### src/logic/pci_defines.vh
// Register offsets, field positions and reset values of the pin change unit
`ifndef PCI_DEFINES_VH
`define PCI_DEFINES_VH
`define PCI_ADDR_W 8
`define PCI_OFF_RISE_A 8'h00
`define PCI_OFF_FALL_A 8'h04
`define PCI_OFF_FLAG_A 8'h08
`define PCI_OFF_RISE_B 8'h0C
`define PCI_OFF_FALL_B 8'h10
`define PCI_OFF_FLAG_B 8'h14
`define PCI_OFF_RISE_C 8'h18
`define PCI_OFF_FALL_C 8'h1C
`define PCI_OFF_FLAG_C 8'h20
`define PCI_OFF_RISE_E 8'h24
`define PCI_OFF_FALL_E 8'h28
`define PCI_OFF_FLAG_E 8'h2C
`define PCI_OFF_IRQ_EN 8'h30
`define PCI_OFF_IRQ_REQ 8'h34
`define PCI_OFF_DISABLE 8'h38
`define PCI_OFF_EV_STAT 8'h3C
`define PCI_OFF_EV_MASK 8'h40
`define PCI_BIT_MASTER_EN 0
`define PCI_BIT_SUMMARY 0
`define PCI_BIT_DISABLE 0
`define PCI_BIT_WAKE 1
`define PCI_E_PIN 3
`define PCI_RST_BYTE 8'h00
`define PCI_SYNC_STAGES 2
`endif

### src/logic/pci_change_unit.v
// Pin change interrupt unit with APB register slave
`timescale 1ns/1ps
`default_nettype none
`include "pci_defines.vh"
module pci_change_unit #(
  parameter PW = 8
) (
  input wire mclk,
  input wire reset_n,
  input wire psel,
  input wire penable,
  input wire pwrite,
  input wire [31:0] paddr,
  input wire [31:0] pwdata,
  output reg [31:0] prdata,
  output reg pready,
  output reg pslverr,
  input wire [PW-1:0] portAPins,
  input wire [PW-1:0] portBPins,
  input wire [PW-1:0] portCPins,
  input wire portEPin3,
  output reg changeIrq,
  output reg wakeReq,
  output reg eventIrq
);
  localparam NP = 4;
  reg [PW-1:0] rise_ff [0:NP-1];
  reg [PW-1:0] fall_ff [0:NP-1];
  reg masterEn_ff;
  reg unitOff_ff;
  reg [1:0] evStat_ff;
  reg [1:0] evMask_ff;
  reg [31:0] nxt_prdata;
  reg nxt_slverr;
  wire [PW-1:0] pinsIn [0:NP-1];
  wire [PW-1:0] riseSeen [0:NP-1];
  wire [PW-1:0] fallSeen [0:NP-1];
  wire [PW-1:0] flags [0:NP-1];
  wire [PW-1:0] newEv [0:NP-1];
  wire [PW-1:0] portMask [0:NP-1];
  wire [NP-1:0] flagWr;
  wire [NP-1:0] anyNew;
  wire [NP-1:0] anyFlag;
  wire [`PCI_ADDR_W-1:0] addr;
  wire acc;
  wire wrAcc;
  wire rdAcc;
  wire wrOk;
  wire rdOk;
  wire summary;
  wire [1:0] evSet;
  integer i;
  integer j;

  // Port E has only pin 3 covered
  assign pinsIn[0] = portAPins;
  assign pinsIn[1] = portBPins;
  assign pinsIn[2] = portCPins;
  assign pinsIn[3] = {{(PW-1){1'b0}}, portEPin3} << `PCI_E_PIN;
  assign portMask[0] = {PW{1'b1}};
  assign portMask[1] = {PW{1'b1}};
  assign portMask[2] = {PW{1'b1}};
  assign portMask[3] = {{(PW-1){1'b0}}, 1'b1} << `PCI_E_PIN;

  assign addr = paddr[`PCI_ADDR_W-1:0];
  assign acc = psel & penable & pready;
  assign wrAcc = acc & pwrite;
  assign rdAcc = acc & ~pwrite;
  // Refused accesses must not touch any register, flags included
  assign wrOk = wrAcc & ~pslverr;
  assign rdOk = rdAcc & ~pslverr;

  function [`PCI_ADDR_W-1:0] portOff;
    input integer port;
    input [1:0] kind;
    integer off;
    begin
      off = port * 32'h0000_000C + kind * 32'h0000_0004;
      portOff = off[`PCI_ADDR_W-1:0];
    end
  endfunction

  genvar g;
  generate
    for (g = 0; g < NP; g = g + 1)
    begin : gPort
      pci_pin_sync #(.W(PW)) uSync (
        .mclk(mclk),
        .reset_n(reset_n),
        .pinIn(pinsIn[g]),
        .riseSeen(riseSeen[g]),
        .fallSeen(fallSeen[g])
      );
      assign flagWr[g] = wrOk & (addr == portOff(g, 2'd2));
      pci_edge_flags #(.W(PW)) uFlags (
        .mclk(mclk),
        .reset_n(reset_n),
        .unitOff(unitOff_ff),
        .riseSeen(riseSeen[g]),
        .fallSeen(fallSeen[g]),
        .riseEn(rise_ff[g] & portMask[g]),
        .fallEn(fall_ff[g] & portMask[g]),
        .flagWr(flagWr[g]),
        .flagWrData(pwdata[PW-1:0] & portMask[g]),
        .flags(flags[g]),
        .newEvents(newEv[g])
      );
      assign anyNew[g] = |newEv[g];
      assign anyFlag[g] = |flags[g];
    end
  endgenerate

  assign summary = |anyFlag;
  // Event 0: new change seen, event 1: new change seen while the master enable is set
  assign evSet = {masterEn_ff & (|anyNew), |anyNew};

  always @*
  begin
    nxt_prdata = 32'h0000_0000;
    nxt_slverr = 1'b0;
    for (i = 0; i < NP; i = i + 1)
    begin
      if (addr == portOff(i, 2'd0))
        nxt_prdata[PW-1:0] = rise_ff[i];
      if (addr == portOff(i, 2'd1))
        nxt_prdata[PW-1:0] = fall_ff[i];
      if (addr == portOff(i, 2'd2))
        nxt_prdata[PW-1:0] = flags[i];
    end
    case (addr)
      `PCI_OFF_RISE_A, `PCI_OFF_FALL_A, `PCI_OFF_FLAG_A,
      `PCI_OFF_RISE_B, `PCI_OFF_FALL_B, `PCI_OFF_FLAG_B,
      `PCI_OFF_RISE_C, `PCI_OFF_FALL_C, `PCI_OFF_FLAG_C,
      `PCI_OFF_RISE_E, `PCI_OFF_FALL_E, `PCI_OFF_FLAG_E:
        nxt_slverr = 1'b0;
      `PCI_OFF_IRQ_EN:
        nxt_prdata[`PCI_BIT_MASTER_EN] = masterEn_ff;
      `PCI_OFF_IRQ_REQ:
        nxt_prdata[`PCI_BIT_SUMMARY] = summary;
      `PCI_OFF_DISABLE:
        nxt_prdata[`PCI_BIT_DISABLE] = unitOff_ff;
      `PCI_OFF_EV_STAT:
        nxt_prdata[1:0] = evStat_ff;
      `PCI_OFF_EV_MASK:
        nxt_prdata[1:0] = evMask_ff;
      default:
        nxt_slverr = 1'b1;
    endcase
    if (paddr[31:`PCI_ADDR_W] != {(32-`PCI_ADDR_W){1'b0}} ||
        paddr[1:0] != 2'b00)
      nxt_slverr = 1'b1;
  end

  // One wait state: setup, wait, then ready
  always @(posedge mclk or negedge reset_n)
  begin
    if (!reset_n)
    begin
      pready <= 1'b0;
      pslverr <= 1'b0;
      prdata <= 32'h0000_0000;
    end
    else
    begin
      pready <= psel & penable & ~pready;
      pslverr <= psel & penable & ~pready & nxt_slverr;
      prdata <= (psel & penable & ~pready & ~pwrite & ~nxt_slverr) ?
        nxt_prdata : 32'h0000_0000;
    end
  end

  always @(posedge mclk or negedge reset_n)
  begin
    if (!reset_n)
    begin
      rise_ff[0] <= `PCI_RST_BYTE;
      rise_ff[1] <= `PCI_RST_BYTE;
      rise_ff[2] <= `PCI_RST_BYTE;
      rise_ff[3] <= `PCI_RST_BYTE;
      fall_ff[0] <= `PCI_RST_BYTE;
      fall_ff[1] <= `PCI_RST_BYTE;
      fall_ff[2] <= `PCI_RST_BYTE;
      fall_ff[3] <= `PCI_RST_BYTE;
      masterEn_ff <= 1'b0;
      unitOff_ff <= 1'b0;
      evMask_ff <= 2'b00;
    end
    else if (wrOk)
    begin
      for (j = 0; j < NP; j = j + 1)
      begin
        if (addr == portOff(j, 2'd0))
          rise_ff[j] <= pwdata[PW-1:0] & portMask[j];
        if (addr == portOff(j, 2'd1))
          fall_ff[j] <= pwdata[PW-1:0] & portMask[j];
      end
      if (addr == `PCI_OFF_IRQ_EN)
        masterEn_ff <= pwdata[`PCI_BIT_MASTER_EN];
      if (addr == `PCI_OFF_DISABLE)
        unitOff_ff <= pwdata[`PCI_BIT_DISABLE];
      if (addr == `PCI_OFF_EV_MASK)
        evMask_ff <= pwdata[1:0];
    end
  end

  // Read clears only the bits it returned: an event caught after the
  // data was captured stays pending; a new event in the same cycle wins
  always @(posedge mclk or negedge reset_n)
  begin
    if (!reset_n)
      evStat_ff <= 2'b00;
    else if (rdOk & (addr == `PCI_OFF_EV_STAT))
      evStat_ff <= (evStat_ff & ~prdata[1:0]) | evSet;
    else
      evStat_ff <= evStat_ff | evSet;
  end

  // Flags are set on the edge itself, so they are already valid when
  // the core sees the wake request one cycle later
  always @(posedge mclk or negedge reset_n)
  begin
    if (!reset_n)
    begin
      changeIrq <= 1'b0;
      wakeReq <= 1'b0;
      eventIrq <= 1'b0;
    end
    else
    begin
      changeIrq <= masterEn_ff & summary;
      wakeReq <= masterEn_ff & summary;
      eventIrq <= |(evStat_ff & evMask_ff);
    end
  end
endmodule // pci_change_unit
`default_nettype wire

### src/logic/pci_pin_sync.v
// Two-stage synchroniser and edge detector for one port of pins
`timescale 1ns/1ps
`default_nettype none
module pci_pin_sync #(
  parameter W = 8
) (
  input wire mclk,
  input wire reset_n,
  input wire [W-1:0] pinIn,
  output wire [W-1:0] riseSeen,
  output wire [W-1:0] fallSeen
);
  reg [W-1:0] meta_ff;
  reg [W-1:0] sync_ff;
  reg [W-1:0] prev_ff;

  // First stage feeds only the second stage
  always @(posedge mclk or negedge reset_n)
  begin
    if (!reset_n)
    begin
      meta_ff <= {W{1'b0}};
      sync_ff <= {W{1'b0}};
      prev_ff <= {W{1'b0}};
    end
    else
    begin
      meta_ff <= pinIn;
      sync_ff <= meta_ff;
      prev_ff <= sync_ff;
    end
  end

  assign riseSeen = sync_ff & ~prev_ff;
  assign fallSeen = ~sync_ff & prev_ff;
endmodule // pci_pin_sync
`default_nettype wire

### src/logic/pci_edge_flags.v
// Edge enable and sticky change flag bits for one port
`timescale 1ns/1ps
`default_nettype none
module pci_edge_flags #(
  parameter W = 8
) (
  input wire mclk,
  input wire reset_n,
  input wire unitOff,
  input wire [W-1:0] riseSeen,
  input wire [W-1:0] fallSeen,
  input wire [W-1:0] riseEn,
  input wire [W-1:0] fallEn,
  input wire flagWr,
  input wire [W-1:0] flagWrData,
  output wire [W-1:0] flags,
  output wire [W-1:0] newEvents
);
  reg [W-1:0] flag_ff;
  wire [W-1:0] hit;
  wire [W-1:0] nxt_flag;

  // Either polarity may be armed on the same pin
  assign hit = unitOff ? {W{1'b0}} :
    ((riseSeen & riseEn) | (fallSeen & fallEn));
  // Set beats a clearing write in the same cycle
  assign nxt_flag = (flagWr ? flagWrData : flag_ff) | hit;

  always @(posedge mclk or negedge reset_n)
  begin
    if (!reset_n)
      flag_ff <= {W{1'b0}};
    else
      flag_ff <= nxt_flag;
  end

  assign flags = flag_ff;
  assign newEvents = hit;
endmodule // pci_edge_flags
`default_nettype wire

### config.mk
export PLATFORM = sky130hd
export DESIGN_NAME = pci_change_unit
export DESIGN_NICKNAME = d
export VERILOG_FILES = /design/src/logic/pci_change_unit.v /design/src/logic/pci_pin_sync.v /design/src/logic/pci_edge_flags.v
export VERILOG_INCLUDE_DIRS = /design/src /design/src/logic
export SDC_FILE = /design/constraint.sdc
export NUM_CORES = 1
export LEC_CHECK = 0
export BUFFER_PORTS_ARGS = -buffer_cell sky130_fd_sc_hd__buf_4
export CORE_MARGIN = 2
export CORE_UTILIZATION = 45
export CTS_CLUSTER_SIZE = 28
export DETAILED_ROUTE_END_ITERATION = 16
export PLACE_DENSITY = 0.7
export SYNTH_ARGS = -nofsm -noshare
export SYNTH_HDL_FRONTEND = slang
export SYNTH_SLANG_ARGS = --single-unit
### constraint.sdc
create_clock -name mclk -period 2.4 [get_ports mclk]
set_input_delay 0.36 -clock mclk [delete_from_list [all_inputs] [get_ports mclk]]
set_output_delay 0.36 -clock mclk [all_outputs]
set_load 0.02 [all_outputs]
# ---- Yosys cells after proc, flatten, opt, wreduce, memory -nomap -nowiden
# Index checks and enable logic that the tools add are counted.
dict set report totals {
  input_bits 94
  reg_bits 175
  out_inout_bits 37
}
dict set report op_classes {
  reduce_logical 19
  bitwise 58
  muxes 26
  n_eq_ne 16
}
# op count
set ops {}
lappend ops {{$mux 8} 21}
lappend ops {{$and 8x8->8} 12}
lappend ops {{$eq 8x6->1 const B} 8}
lappend ops {{$or 8x8->8} 8}
lappend ops {{$reduce_or 32->1} 2}
lappend ops {{$not 8->8} 6}
lappend ops {{$eq 8x5->1 const B} 4}
lappend ops {{$and 8x4->8} 3}
lappend ops {{$reduce_bool 24->1} 1}
lappend ops {{$reduce_and 2->1} 11}
lappend ops {{$and 1x1->1} 17}
lappend ops {{$reduce_or 17->1} 1}
lappend ops {{$eq 8x4->1 const B} 2}
lappend ops {{$not 4->8} 2}
lappend ops {{$and 4x8->8} 1}
lappend ops {{$eq 8x3->1 const B} 1}
lappend ops {{$eq 8x7->1 const B} 1}
lappend ops {{$logic_not 8->1} 1}
lappend ops {{$pmux 1 s5} 1}
lappend ops {{$and 2x2->2} 2}
lappend ops {{$not 1->1} 4}
lappend ops {{$or 2x2->2} 2}
lappend ops {{$mux 1} 2}
lappend ops {{$mux 2} 1}
lappend ops {{other kinds (5)} 5}

# ---- Longest topological paths before layout
# Gate-level depths: netlist of the first run.
dict set report depth {
  word_depth 15
  depth_mapped 8
}

# ---- Hierarchy
# Synthesis of the first run repeated with hierarchy kept, for this count alone.
dict set report hier_totals {
  hier_cells 741
  hier_area_um2 8770.9
}
# module seq_area_each_um2 cells_per_inst instances area_each_um2
set by_module_without_submodules {}
lappend by_module_without_submodules {pci_change_unit 1701.6 413 1 4076.4}
lappend by_module_without_submodules {pci_pin_sync 600.6 40 4 740.7}
lappend by_module_without_submodules {pci_edge_flags 200.2 42 4 432.9}

# ---- Worst setup path after synthesis of the first run
# OpenSTA, ideal clock, no wires.
dict set report synth_path {
  kind {input to register}
  from {input paddr[7]}
  to {register prdata[0]}
  arrival_time_ps 1941
  t_required_ps 2278
  path_buffers 1
  path_slack_ps 337
  stages 5
  path_cell_list {buf_6 -> or4_1 -> or3b_1 -> o2111a_1 -> a32o_1}
}
dict set report synth_between {
  elab_chain_cells 15
}
# element line_no
set synth_rtl {}
lappend synth_rtl {{start: declaration} pci_change_unit.v:13} ;# input wire [31:0] paddr,
lappend synth_rtl {{$logic_not 8->1} {pci_change_unit.v:123, pci_change_unit.v:130}}
lappend synth_rtl {{$mux 8} pci_change_unit.v:123} ;# if (addr == portOff(i, 2'd0))
lappend synth_rtl {{$mux 8} pci_change_unit.v:125} ;# if (addr == portOff(i, 2'd1))
lappend synth_rtl {{$mux 8} pci_change_unit.v:127} ;# if (addr == portOff(i, 2'd2))
lappend synth_rtl {{$mux 8} pci_change_unit.v:123}
lappend synth_rtl {{$mux 8} pci_change_unit.v:125}
lappend synth_rtl {{$mux 8} pci_change_unit.v:127}
lappend synth_rtl {{$mux 8} pci_change_unit.v:123}
lappend synth_rtl {{$mux 8} pci_change_unit.v:125}
lappend synth_rtl {{$mux 8} pci_change_unit.v:127}
lappend synth_rtl {{$mux 8} pci_change_unit.v:123}
lappend synth_rtl {{$mux 8} pci_change_unit.v:125}
lappend synth_rtl {{$mux 8} pci_change_unit.v:127}
lappend synth_rtl {{$pmux 1 s5} pci_change_unit.v:130} ;# case (addr)
lappend synth_rtl {{$mux 8 *} pci_change_unit.v:167} ;# prdata <= (psel & penable & ~pready & ~pwrite & ~nxt_slverr) ?
lappend synth_rtl {{end signal: assignment} pci_change_unit.v:167}
lappend synth_rtl {{end: declaration} pci_change_unit.v:15} ;# output reg [31:0] prdata,
# Mark *: on every way between the ends. The rest lies on a longest branch, timed or not.
# A chain may end at the register's enable or synchronous reset.

# ---- Worst setup path after layout of the first run
dict set report layout_path {
  from {register unitOff_ff}
  to {register evStat_ff[1]}
}
dict set report layout_between {
  elab_chain_cells 5
}
# element line_no
set layout_rtl {}
lappend layout_rtl {{start: declaration} pci_change_unit.v:30} ;# reg unitOff_ff;
lappend layout_rtl {{start signal: assignment} pci_change_unit.v:200} ;# unitOff_ff <= pwdata[`PCI_BIT_DISABLE];
lappend layout_rtl {{$mux 8} pci_edge_flags.v:24} ;# assign hit = unitOff ? {W{1'b0}} :
lappend layout_rtl {{$reduce_or 32->1 *} pci_change_unit.v:115} ;# assign evSet = {masterEn_ff & (|anyNew), |anyNew};
lappend layout_rtl {{$and 1x1->1 *} pci_change_unit.v:115}
lappend layout_rtl {{$or 2x2->2, on equally long branches} {pci_change_unit.v:215, pci_change_unit.v:213}}
lappend layout_rtl {{$mux 2 *} pci_change_unit.v:212} ;# else if (rdOk & (addr == `PCI_OFF_EV_STAT))
lappend layout_rtl {{end signal: assignment} pci_change_unit.v:213} ;# evStat_ff <= (evStat_ff & ~prdata[1:0]) | evSet;
lappend layout_rtl {{end signal: assignment} pci_change_unit.v:215} ;# evStat_ff <= evStat_ff | evSet;
lappend layout_rtl {{end: declaration} pci_change_unit.v:31} ;# reg [1:0] evStat_ff;
# Marks and branches as above.

==> qor.txt, run 1 <==
Status: finished, final reports clean
Hold Path Class: primary input to register
Critical path peak fanout: 14
Largest family of logic cells by synthesized area: simple AND/OR/NAND/NOR gates
Horiz. Die Dim: 131.8 µm
Grt peak-use layer: met2
Setup Skew: 6.773 ps
Worst Setup End Kind: register
Clock Sinks: 168
Clk slew on worst S/H paths: 70 ps
Required @ worst endpoint: 2670 ps
Complex-gate fraction of the synthesized area: 7.733%
Top post-synthesis cells by area: dfrtp_1 (57%), mux2_2 (8.7%), nand3b_1 (4.9%)
Hpwl dp: 13760 µm
Root buffer cell: clkbuf_16
Fin crit period: 1869 ps
Vias: 5389
FMAX: 535.1 MHz
Full die area: 17360 µm²
Ys Warns: 0
CTS buffer count: 17
Post-Synth Adder-Cell Area: 0%
Post-synthesis cell count: 612
Pwr Total: 5.962 mW
Row count: 46
Critical Path Start Type: register
Pin count of the biggest net entering global routing: 54
Met1 Track Usage GR: 30.80%
Setup CP Type: register to register
Start of the worst register-to-register path: unitOff_ff
Slew HR: 54.06%
Critical R2R Capture: evStat_ff[1]
Cell taking the most area after synthesis: dfrtp_1
Post-synthesis cell type count: 62
VDD IR max: 0.5946 mV
CTS Buffer Depth: 2
Setup total negative slack: 0 ps
Drt initial violations: 489
Max-cap violations: 0
Final Cycle Share: 77.86%
RSZ-0062 raised after global routing: no
Global-route wire length before repair: 31230 µm
WL/cell: 20.52 µm
Synth Cell Area: 7346 µm²
Core ar.: 15940 µm²
ANT nets after route: 0
Least-Margin Pin Slew: 679.5 ps
CTS tree: done
PortBufs: 82
Overflow after GRT: 0
Gpl congestion: 0.9364
Async S/R FF share, synth: 100.0%
H-Tree Depth: 4
R2R Setup Slk: 530 ps
Leak: 4.060 nW
Clk_lat worst skew: 430 ps
WHS Endpoint: gPort[2].uSync.meta_ff[7]
Synth Area in Simple Gates: 17.88%
WL final: 19480 µm
Most frequent cells in the layout: dfrtp_1 (168), buf_4 (116), nand2_1 (70), mux2_2 (57), nand3b_1 (48)
GR Util met3: 6.421%
Synth top area share: 57.23%
Syn Area/Cell: 12.00 µm²
Antenna violations before repair: 0
Post-synth EDFFs: 0
Final setup viols: 0
Ant. Diodes: 0
CP arrival: 2140 ps
Final net count: 815
Post-synthesis mux area share: 12.72%
Final Hold Fails: 0
Post-synthesis sequential area ratio: 57.23%
Die height: 131.8 µm
Worst Hold Path Cells: 1
Drt pass-1 iters: 5
Layout cell share with drive strength beyond 1: 30.01%
Syn-to-layout area delta: 21.12%
CTS resizes: 0
IO Count: 131
#FFs+latches synth: 168
Most used DFF post-synth: dfrtp_1
Starting Density: 46.08%
Routing usage on met2: 37.46%
Post-synthesis xor/xnor area fraction: 0%
Worst reg-to-reg path cell count: 5
Hold Crit Start: portCPins[7]
Via/cell ratio: 5.679
Power per cell area: 670.1 nW/µm²
Final Max Tran Viols: 0
Vias in the first global route: 5635
Most common cell after layout, fill and taps aside: dfrtp_1
Residual DRC: 0
Gr usage total: 23.39%
## critical path: stages (launching register included)
cell and delay, ps:
dfrtp_1 440, buf_4 260, a21o_1 150, nand4_1 170, nor4_1 470, a41oi_1 190
## through the flow
stage	cells	hold WS (ps)	cell area, µm²	utilization (%)	setup WS, ps
floorplan	635	64.41	7432	-	337.5
global placement	917	331.6	8314	52.15	195.2
detailed placement	917	334.7	8314	52.15	161.2
CTS	949	14.07	8897	55.81	575.2
global route	949	11.32	8897	55.81	434.1
finish	949	30.23	8897	55.81	531.3
## cells by family after synthesis
| kind of cell | count (synthesis) |
|---|---|
| buffers and inverters | 56 |
| AOI/OAI and AO/OA | 78 |
| and+or+nand+nor | 228 |
| DFF | 168 |
| muxes | 81 |
| other | 1 |
## report_power, final
part           switching, mW  total [mW]  leakage [nW]  internal [mW]
registers             0.0384        2.94          2.04           2.90
logic                  0.210       0.355          1.75          0.145
clock network           1.19        2.67         0.278           1.48
total                   1.43        5.96          4.06           4.53
## cells in the mapped netlist, types with 6 or more instances
library cell	number
dfrtp_1	168
nor4_1	12
nor2_1	19
o21ai_0	11
nand4_1	9
a21o_1	23
mux2_2	57
nand3b_1	48
clkbuf_1	20
nand3_1	32
mux2i_1	18
a21oi_1	7
a22oi_1	6
nand2_1	70
buf_4	25
## flip-flops by register name (all words and copies together) (netlist names), 8 cells and up
register and count:
gPort.uSync.meta_ff 25, gPort.uSync.prev_ff 25, prdata 8, gPort.uSync.sync_ff 25, fall_ff 25, rise_ff 25, gPort.uFlags.flags 25
## repair_timing
item	in CTS	in global routing
hold endpoints to repair	50	0
endpoints found under the setup margin	0	0
buffers inserted	0	0
hold buffers	1	0
## final cells by class
| cell class | instances | area (µm²) |
|---|---|---|
| tap | 216 | 270.3 |
| clock buffer | 18 | 439.2 |
| multi-input combinational | 411 | 2907 |
| fill | 1331 | 7046 |
| inverter | 3 | 11.26 |
| timing repair buffer | 120 | 932.1 |
| sequential | 168 | 4204 |
| clock inverter | 13 | 133.9 |
## layer usage
layer	up-vias	wire length (µm)
met4	0	462
met3	37	1350
met1	2735	8375
met5	-	0
li1	2397	-
met2	220	9287
## worst max-delay path by stage
stage | from | end | slack, ps | cells past startpoint
final | unitOff_ff | evStat_ff[1] | 530 | 5
after global routing | unitOff_ff | evStat_ff[1] | 430 | 5
after CTS | unitOff_ff | evStat_ff[1] | 580 | 5
after detailed placement | paddr[7] | prdata[3] | 160 | 6
after global placement | paddr[7] | prdata[3] | 200 | 6
after floorplan | paddr[7] | prdata[0] | 340 | 5
No activity file was read; power rests on OpenSTA's default activity.
==> run 2: changes to the inputs <==
--- a/config.mk
+++ b/config.mk
@@ -6,12 +6,13 @@
 export SDC_FILE = /design/constraint.sdc
 export NUM_CORES = 1
 export LEC_CHECK = 0
+export ABC_AREA = 1
 export BUFFER_PORTS_ARGS = -buffer_cell sky130_fd_sc_hd__buf_4
 export CORE_MARGIN = 2
 export CORE_UTILIZATION = 45
 export CTS_CLUSTER_SIZE = 28
 export DETAILED_ROUTE_END_ITERATION = 16
-export PLACE_DENSITY = 0.7
+export PLACE_DENSITY = 0.69
 export SYNTH_ARGS = -nofsm -noshare
 export SYNTH_HDL_FRONTEND = slang
 export SYNTH_SLANG_ARGS = --single-unit
==> constraint.sdc (replaced) <==
create_clock -name mclk -period 1.92 [get_ports mclk]
set_input_delay 0.288 -clock mclk [delete_from_list [all_inputs] [get_ports mclk]]
set_output_delay 0.288 -clock mclk [all_outputs]
set_load 0.02 [all_outputs]
==> qor.txt, run 2 <==
Status: finished, final reports clean
Horiz. Die Dim: 133.1 µm
Least-Margin Pin Slew: 539.1 ps
Gr usage total: 20.56%
Core ar.: 16410 µm²
Setup CP Type: register to register
Synth Cell Area: 7500 µm²
Post-synthesis sequential area ratio: 56.06%
Met1 Track Usage GR: 27.17%
H-Tree Depth: 4
Leak: 4.244 nW
Async S/R FF share, synth: 100.0%
Sequential power share: 47.1%
Cell taking the most area after synthesis: dfrtp_1
Crit-path max cell delay: 430 ps
Setup Skew: 8.144 ps
Syn-to-layout area delta: 23.19%
DP Worst Slack: 90.97 ps
Full die area: 17710 µm²
Residual DRC: 0
Pin count of the biggest net entering global routing: 60
Via/cell ratio: 5.056
Area after DPL: 8333 µm²
Logic pwr share: 6.1%
Post-route cell area: 9239 µm²
ANT nets after route: 0
Clock Sinks: 168
Fin crit period: 1796 ps
Worst Setup End Kind: register
CTS Buffer Depth: 2
Hold Path Class: primary input to register
Most common cell in the netlist: nand2_1
Post-CTS Setup Repair Bufs: 0
Grt peak-use layer: met2
Vias: 5895
Overflow after GRT: 0
Top post-synthesis cells by area: dfrtp_1 (56%), nand2_1 (9.6%), o21ai_0 (4.8%)
PortBufs: 82
Post-synth EDFFs: 0
Critical Path, Cell by Cell: buf_4 -> nor2_1 -> nand2_1 -> nand4_1 -> nor2_1 -> nand4_1 -> or2_1
Post-Place Cells: 1108
Root buffer cell: clkbuf_16
VDD IR max: 0.6525 mV
Final setup viols: 0
Slew HR: 63.98%
Hpwl dp: 12660 µm
Required @ worst endpoint: 2240 ps
IO Count: 131
CP arrival: 2120 ps
Clk_lat worst skew: 430 ps
Routing usage on met2: 34.00%
Non-filler cells, final: 1166
Setup ws final: 124.4 ps
CTS tree: done
GR Util met3: 4.224%
Final net count: 1027
Gpl congestion: 0.9056
Final Max Tran Viols: 0
Max-cap violations: 0
CTS buffer count: 17
Most frequent cells in the layout: nand2_1 (191), dfrtp_1 (168), buf_4 (93), inv_1 (81), o21ai_0 (72)
Synth top area share: 56.06%
WL/cell: 14.65 µm
Start of the worst register-to-register path: unitOff_ff
Final hold slack: 95.64 ps
Fill cell count: 1453
Worst setup startpoint: unitOff_ff
Setup total negative slack: 0 ps
Post-synthesis cell type count: 42
Antenna violations before repair: 0
Sw Ratio: 21.76%
P_sw: 1.698 mW
Clk slew on worst S/H paths: 60 ps
Syn Area/Cell: 9.293 µm²
Clk network pwr share: 46.8%
FMAX: 556.9 MHz
List of most frequent post-synthesis cells: nand2_1 (191), dfrtp_1 (168), inv_1 (81)
Layout cell share with drive strength beyond 1: 20.72%
P_int: 6.103 mW
Starting Density: 45.71%
Ys Warns: 0
Critical Path Start Type: register
Post-synthesis cell count: 807
Ant. Diodes: 0
Final Hold Fails: 0
RSZ-0062 raised after global routing: no
Vias in the first global route: 5626
Row count: 47
Drt pass-1 iters: 5
Power per cell area: 844.4 nW/µm²
Die height: 133.1 µm
CP max-delay cell: dfrtp_1
Critical path peak fanout: 10
#FFs+latches synth: 168
Most used DFF post-synth: dfrtp_1
Final Cycle Share: 93.52%
Most common cell after layout, fill and taps aside: nand2_1
Hold Crit Start: psel
Global-route wire length before repair: 28260 µm
WL final: 17080 µm
Drt initial violations: 374
run 2: cells by family after synthesis:
| group | Yosys count | synth area share (%) |
|---|---|---|
| simple gates | 346 | 23.37 |
| flops | 168 | 56.06 |
| compound gates | 155 | 11.83 |
| buf+inv | 137 | 8.692 |
| other cells | 1 | 0.05000 |
run 2: cell type report:
| type | count | area (µm²) | area share [%] |
|---|---|---|---|
| Clock buffer | 22 | 474.2 | 5.133 |
| Clock inverter | 10 | 167.7 | 1.815 |
| Inverter | 99 | 377.9 | 4.090 |
| Multi-Input combinational cell | 525 | 2730 | 29.55 |
| Sequential cell | 168 | 4204 | 45.50 |
| Tap cell | 220 | 275.3 | 2.979 |
| Timing Repair Buffer | 122 | 1010 | 10.93 |
run 2: worst paths after layout:
kind	endpoint	slack, ps	cells after the start
max	evStat_ff[0]	120	7
min	pready	100	3
max reg2reg	evStat_ff[0]	120	7
min reg2reg	gPort[0].uSync.sync_ff[4]	350	0
max in group asynchronous	gPort[2].uSync.meta_ff[7]	940	3
min in group asynchronous	gPort[0].uSync.sync_ff[3]	340	2
run 2: what timing repair did:
item / in CTS / in global routing
hold buffers: 26 / 0
gates resized for setup: 0 / 1
setup endpoints to repair: 0 / 1
endpoints found under the hold margin: 60 / 0
run 2: power groups by stage:
stage	Clock, mW	Combinational, mW	Sequential, mW
2_1_floorplan	0	0.213	3.73
3_3_place_gp	0	0.436	3.73
3_5_place_dp	0	0.442	3.74
4_1_cts	3.73	0.485	3.67
5_1_grt	3.88	0.530	3.68
6_report	3.65	0.478	3.67
run 2: stage by stage:
| step | utilization, % | power (mW) |
|---|---|---|
| after global placement | 50.79 | 4.168 |
| after floorplan | - | 3.940 |
| final | 56.31 | 7.801 |
| after detailed placement | 50.79 | 4.178 |
| after CTS | 56.29 | 7.887 |
| after global routing | 56.31 | 8.089 |
run 2: routing by layer:
metal / vias to the layer above / routed length [µm] / part of all wire, %
met5: - / 0 / 0
met2: 208 / 8216 / 48
met1: 2800 / 7401 / 43
met3: 30 / 1102 / 6.5
met4: 0 / 359 / 2.1
li1: 2857 / - / -
run 2: worst max-delay path, delay by kind of cell, from the launching register on:
kind | cells | cell delay, ps
DFF | 1 | 430
and+or+nand+nor | 6 | 1010
buffers and inverters | 1 | 240
==> run 3: changes to the inputs <==
--- a/config.mk
+++ b/config.mk
@@ -9,10 +9,10 @@
 export ABC_AREA = 1
 export BUFFER_PORTS_ARGS = -buffer_cell sky130_fd_sc_hd__buf_4
 export CORE_MARGIN = 2
-export CORE_UTILIZATION = 45
+export CORE_UTILIZATION = 55
 export CTS_CLUSTER_SIZE = 28
 export DETAILED_ROUTE_END_ITERATION = 16
-export PLACE_DENSITY = 0.69
+export PLACE_DENSITY = 0.82
 export SYNTH_ARGS = -nofsm -noshare
 export SYNTH_HDL_FRONTEND = slang
 export SYNTH_SLANG_ARGS = --single-unit
==> qor.txt, run 3 (same netlist as run 2, synthesis figures left out) <==
Status: finished, final reports clean
Antenna violations before repair: 0
R2R Setup Slk: 120 ps
Clk network pwr share: 44.3%
Hpwl dp: 12500 µm
Vias: 6027
Final Hold Fails: 0
Critical path's most frequent cell: nand2_1
CTS buffer count: 17
Final net count: 1028
Root buffer cell: clkbuf_16
Fill cell count: 1041
Residual DRC: 0
Horiz. Die Dim: 120.8 µm
Power per cell area: 817.5 nW/µm²
Drt initial violations: 466
Gpl congestion: 0.9315
WHS Endpoint: pready
Post-CTS Setup Repair Bufs: 0
Syn-to-layout area delta: 21.65%
Full die area: 14590 µm²
Fin crit period: 1795 ps
VDD IR max: 0.8802 mV
Layout cell share with drive strength beyond 1: 20.80%
Worst Setup End Kind: register
Critical Path, Cell by Cell: and3_1 -> inv_2 -> nor3_4 -> buf_4 -> nand2_1 -> nand2_1 -> o21ai_0
Critical R2R Capture: rise_ff[18]
Sw Ratio: 23.06%
Vias in the first global route: 5915
Final setup viols: 0
CTS tree: done
WL/cell: 15.56 µm
Via/cell ratio: 5.367
Final Max Tran Viols: 0
Crit-path max cell delay: 360 ps
Die height: 120.8 µm
Hold Crit Start: penable
Overflow after GRT: 0
CTS Buffer Depth: 2
Core ar.: 13300 µm²
P_sw: 1.720 mW
H-Tree Depth: 4
Worst Hold Path Cells: 3
Most common cell after layout, fill and taps aside: nand2_1
Starting Density: 56.41%
Clock Sinks: 168
Logic pwr share: 6.4%
CP max-delay cell: dfrtp_1
Delay-heaviest family, CP: simple AND/OR/NAND/NOR gates
Critical path peak fanout: 16
Setup total negative slack: 0 ps
Gr usage total: 25.43%
Setup Skew: 7.861 ps
Global-route wire length before repair: 28280 µm
CP arrival: 2090 ps
Ant. Diodes: 0
PortBufs: 82
Required @ worst endpoint: 2220 ps
Number of cells on the critical path: 7
Setup ws final: 124.5 ps
Clk slew on worst S/H paths: 60 ps
Critical Path Start Type: register
Worst reg-to-reg path cell count: 7
Pwr Total: 7.458 mW
P_int: 5.739 mW
Leak: 4.218 nW
Most frequent cells in the layout: nand2_1 (191), dfrtp_1 (168), buf_4 (94), inv_1 (81), o21ai_0 (72)
DP Worst Slack: 154.2 ps
Pin count of the biggest net entering global routing: 50
IO Count: 131
Start of the worst register-to-register path: pready
CP bufs+invs: 2
FMAX: 557.0 MHz
Hold Path Class: primary input to register
Max-cap violations: 0
Clk_lat worst skew: 440 ps
Sequential power share: 49.3%
RSZ-0062 raised after global routing: no
Final Cycle Share: 93.51%
Drt pass-1 iters: 6
ANT nets after route: 0
WL final: 17480 µm
Setup CP Type: register to register
Row count: 42
run 3: through the flow:
stage	cells	util [%]	hold slack (ps)	instance area, µm²
detailed placement	1065	62.32	248.5	8285
CTS	1123	68.62	96.82	9124
global placement	1065	62.32	250.3	8285
finish	1123	68.62	102.7	9124
floorplan	830	-	-7.591	7586
global route	1123	68.62	95.95	9124
run 3: power by group through the flow:
stage	logic, mW	registers [mW]	clock network [mW]
2_1_floorplan	0.213	3.73	0
3_3_place_gp	0.431	3.73	0
3_5_place_dp	0.440	3.74	0
4_1_cts	0.484	3.67	3.33
5_1_grt	0.528	3.68	3.50
6_report	0.480	3.67	3.30
run 3: per-layer routing:
metal / vias up / GRT usage (%) / part of all wire, %
met5: - / 0 / 0
met4: 0 / 12.50 / 3.8
met3: 48 / 6.321 / 7.1
met2: 237 / 40.89 / 48
met1: 2891 / 32.26 / 41
li1: 2851 / - / -
run 3: worst max-delay path by stage:
stage | start | end | slack [ps]
finish | pready | rise_ff[18] | 120
detailed placement | psel | rise_ff[23] | 150
CTS | pready | rise_ff[23] | 150
global route | pready | rise_ff[18] | 20
floorplan | pready | fall_ff[13] | 340
global placement | unitOff_ff | evStat_ff[0] | 190
run 3: what timing repair did:
item / 4_1_cts / 5_1_grt
gates resized for setup: 0 / 0
hold buffers: 26 / 0
endpoints found under the hold margin: 65 / 0
run 3: worst register-to-register path: stages (launching register included):
cell and delay [ps]:
dfrtp_1 360, and3_1 180, inv_2 50, nor3_4 320, buf_4 210, nand2_1 290, nand2_1 160, o21ai_0 90
run 3: final cells by class:
| class | instances | area [µm²] | area share, % |
|---|---|---|---|
| timing repair buffer | 123 | 1017 | 11.15 |
| clock buffer | 22 | 484.2 | 5.307 |
| tap | 176 | 220.2 | 2.414 |
| multi-input combinational | 525 | 2730 | 29.92 |
| inverter | 99 | 374.1 | 4.100 |
| sequential | 168 | 4204 | 46.08 |
| clock inverter | 10 | 93.84 | 1.029 |
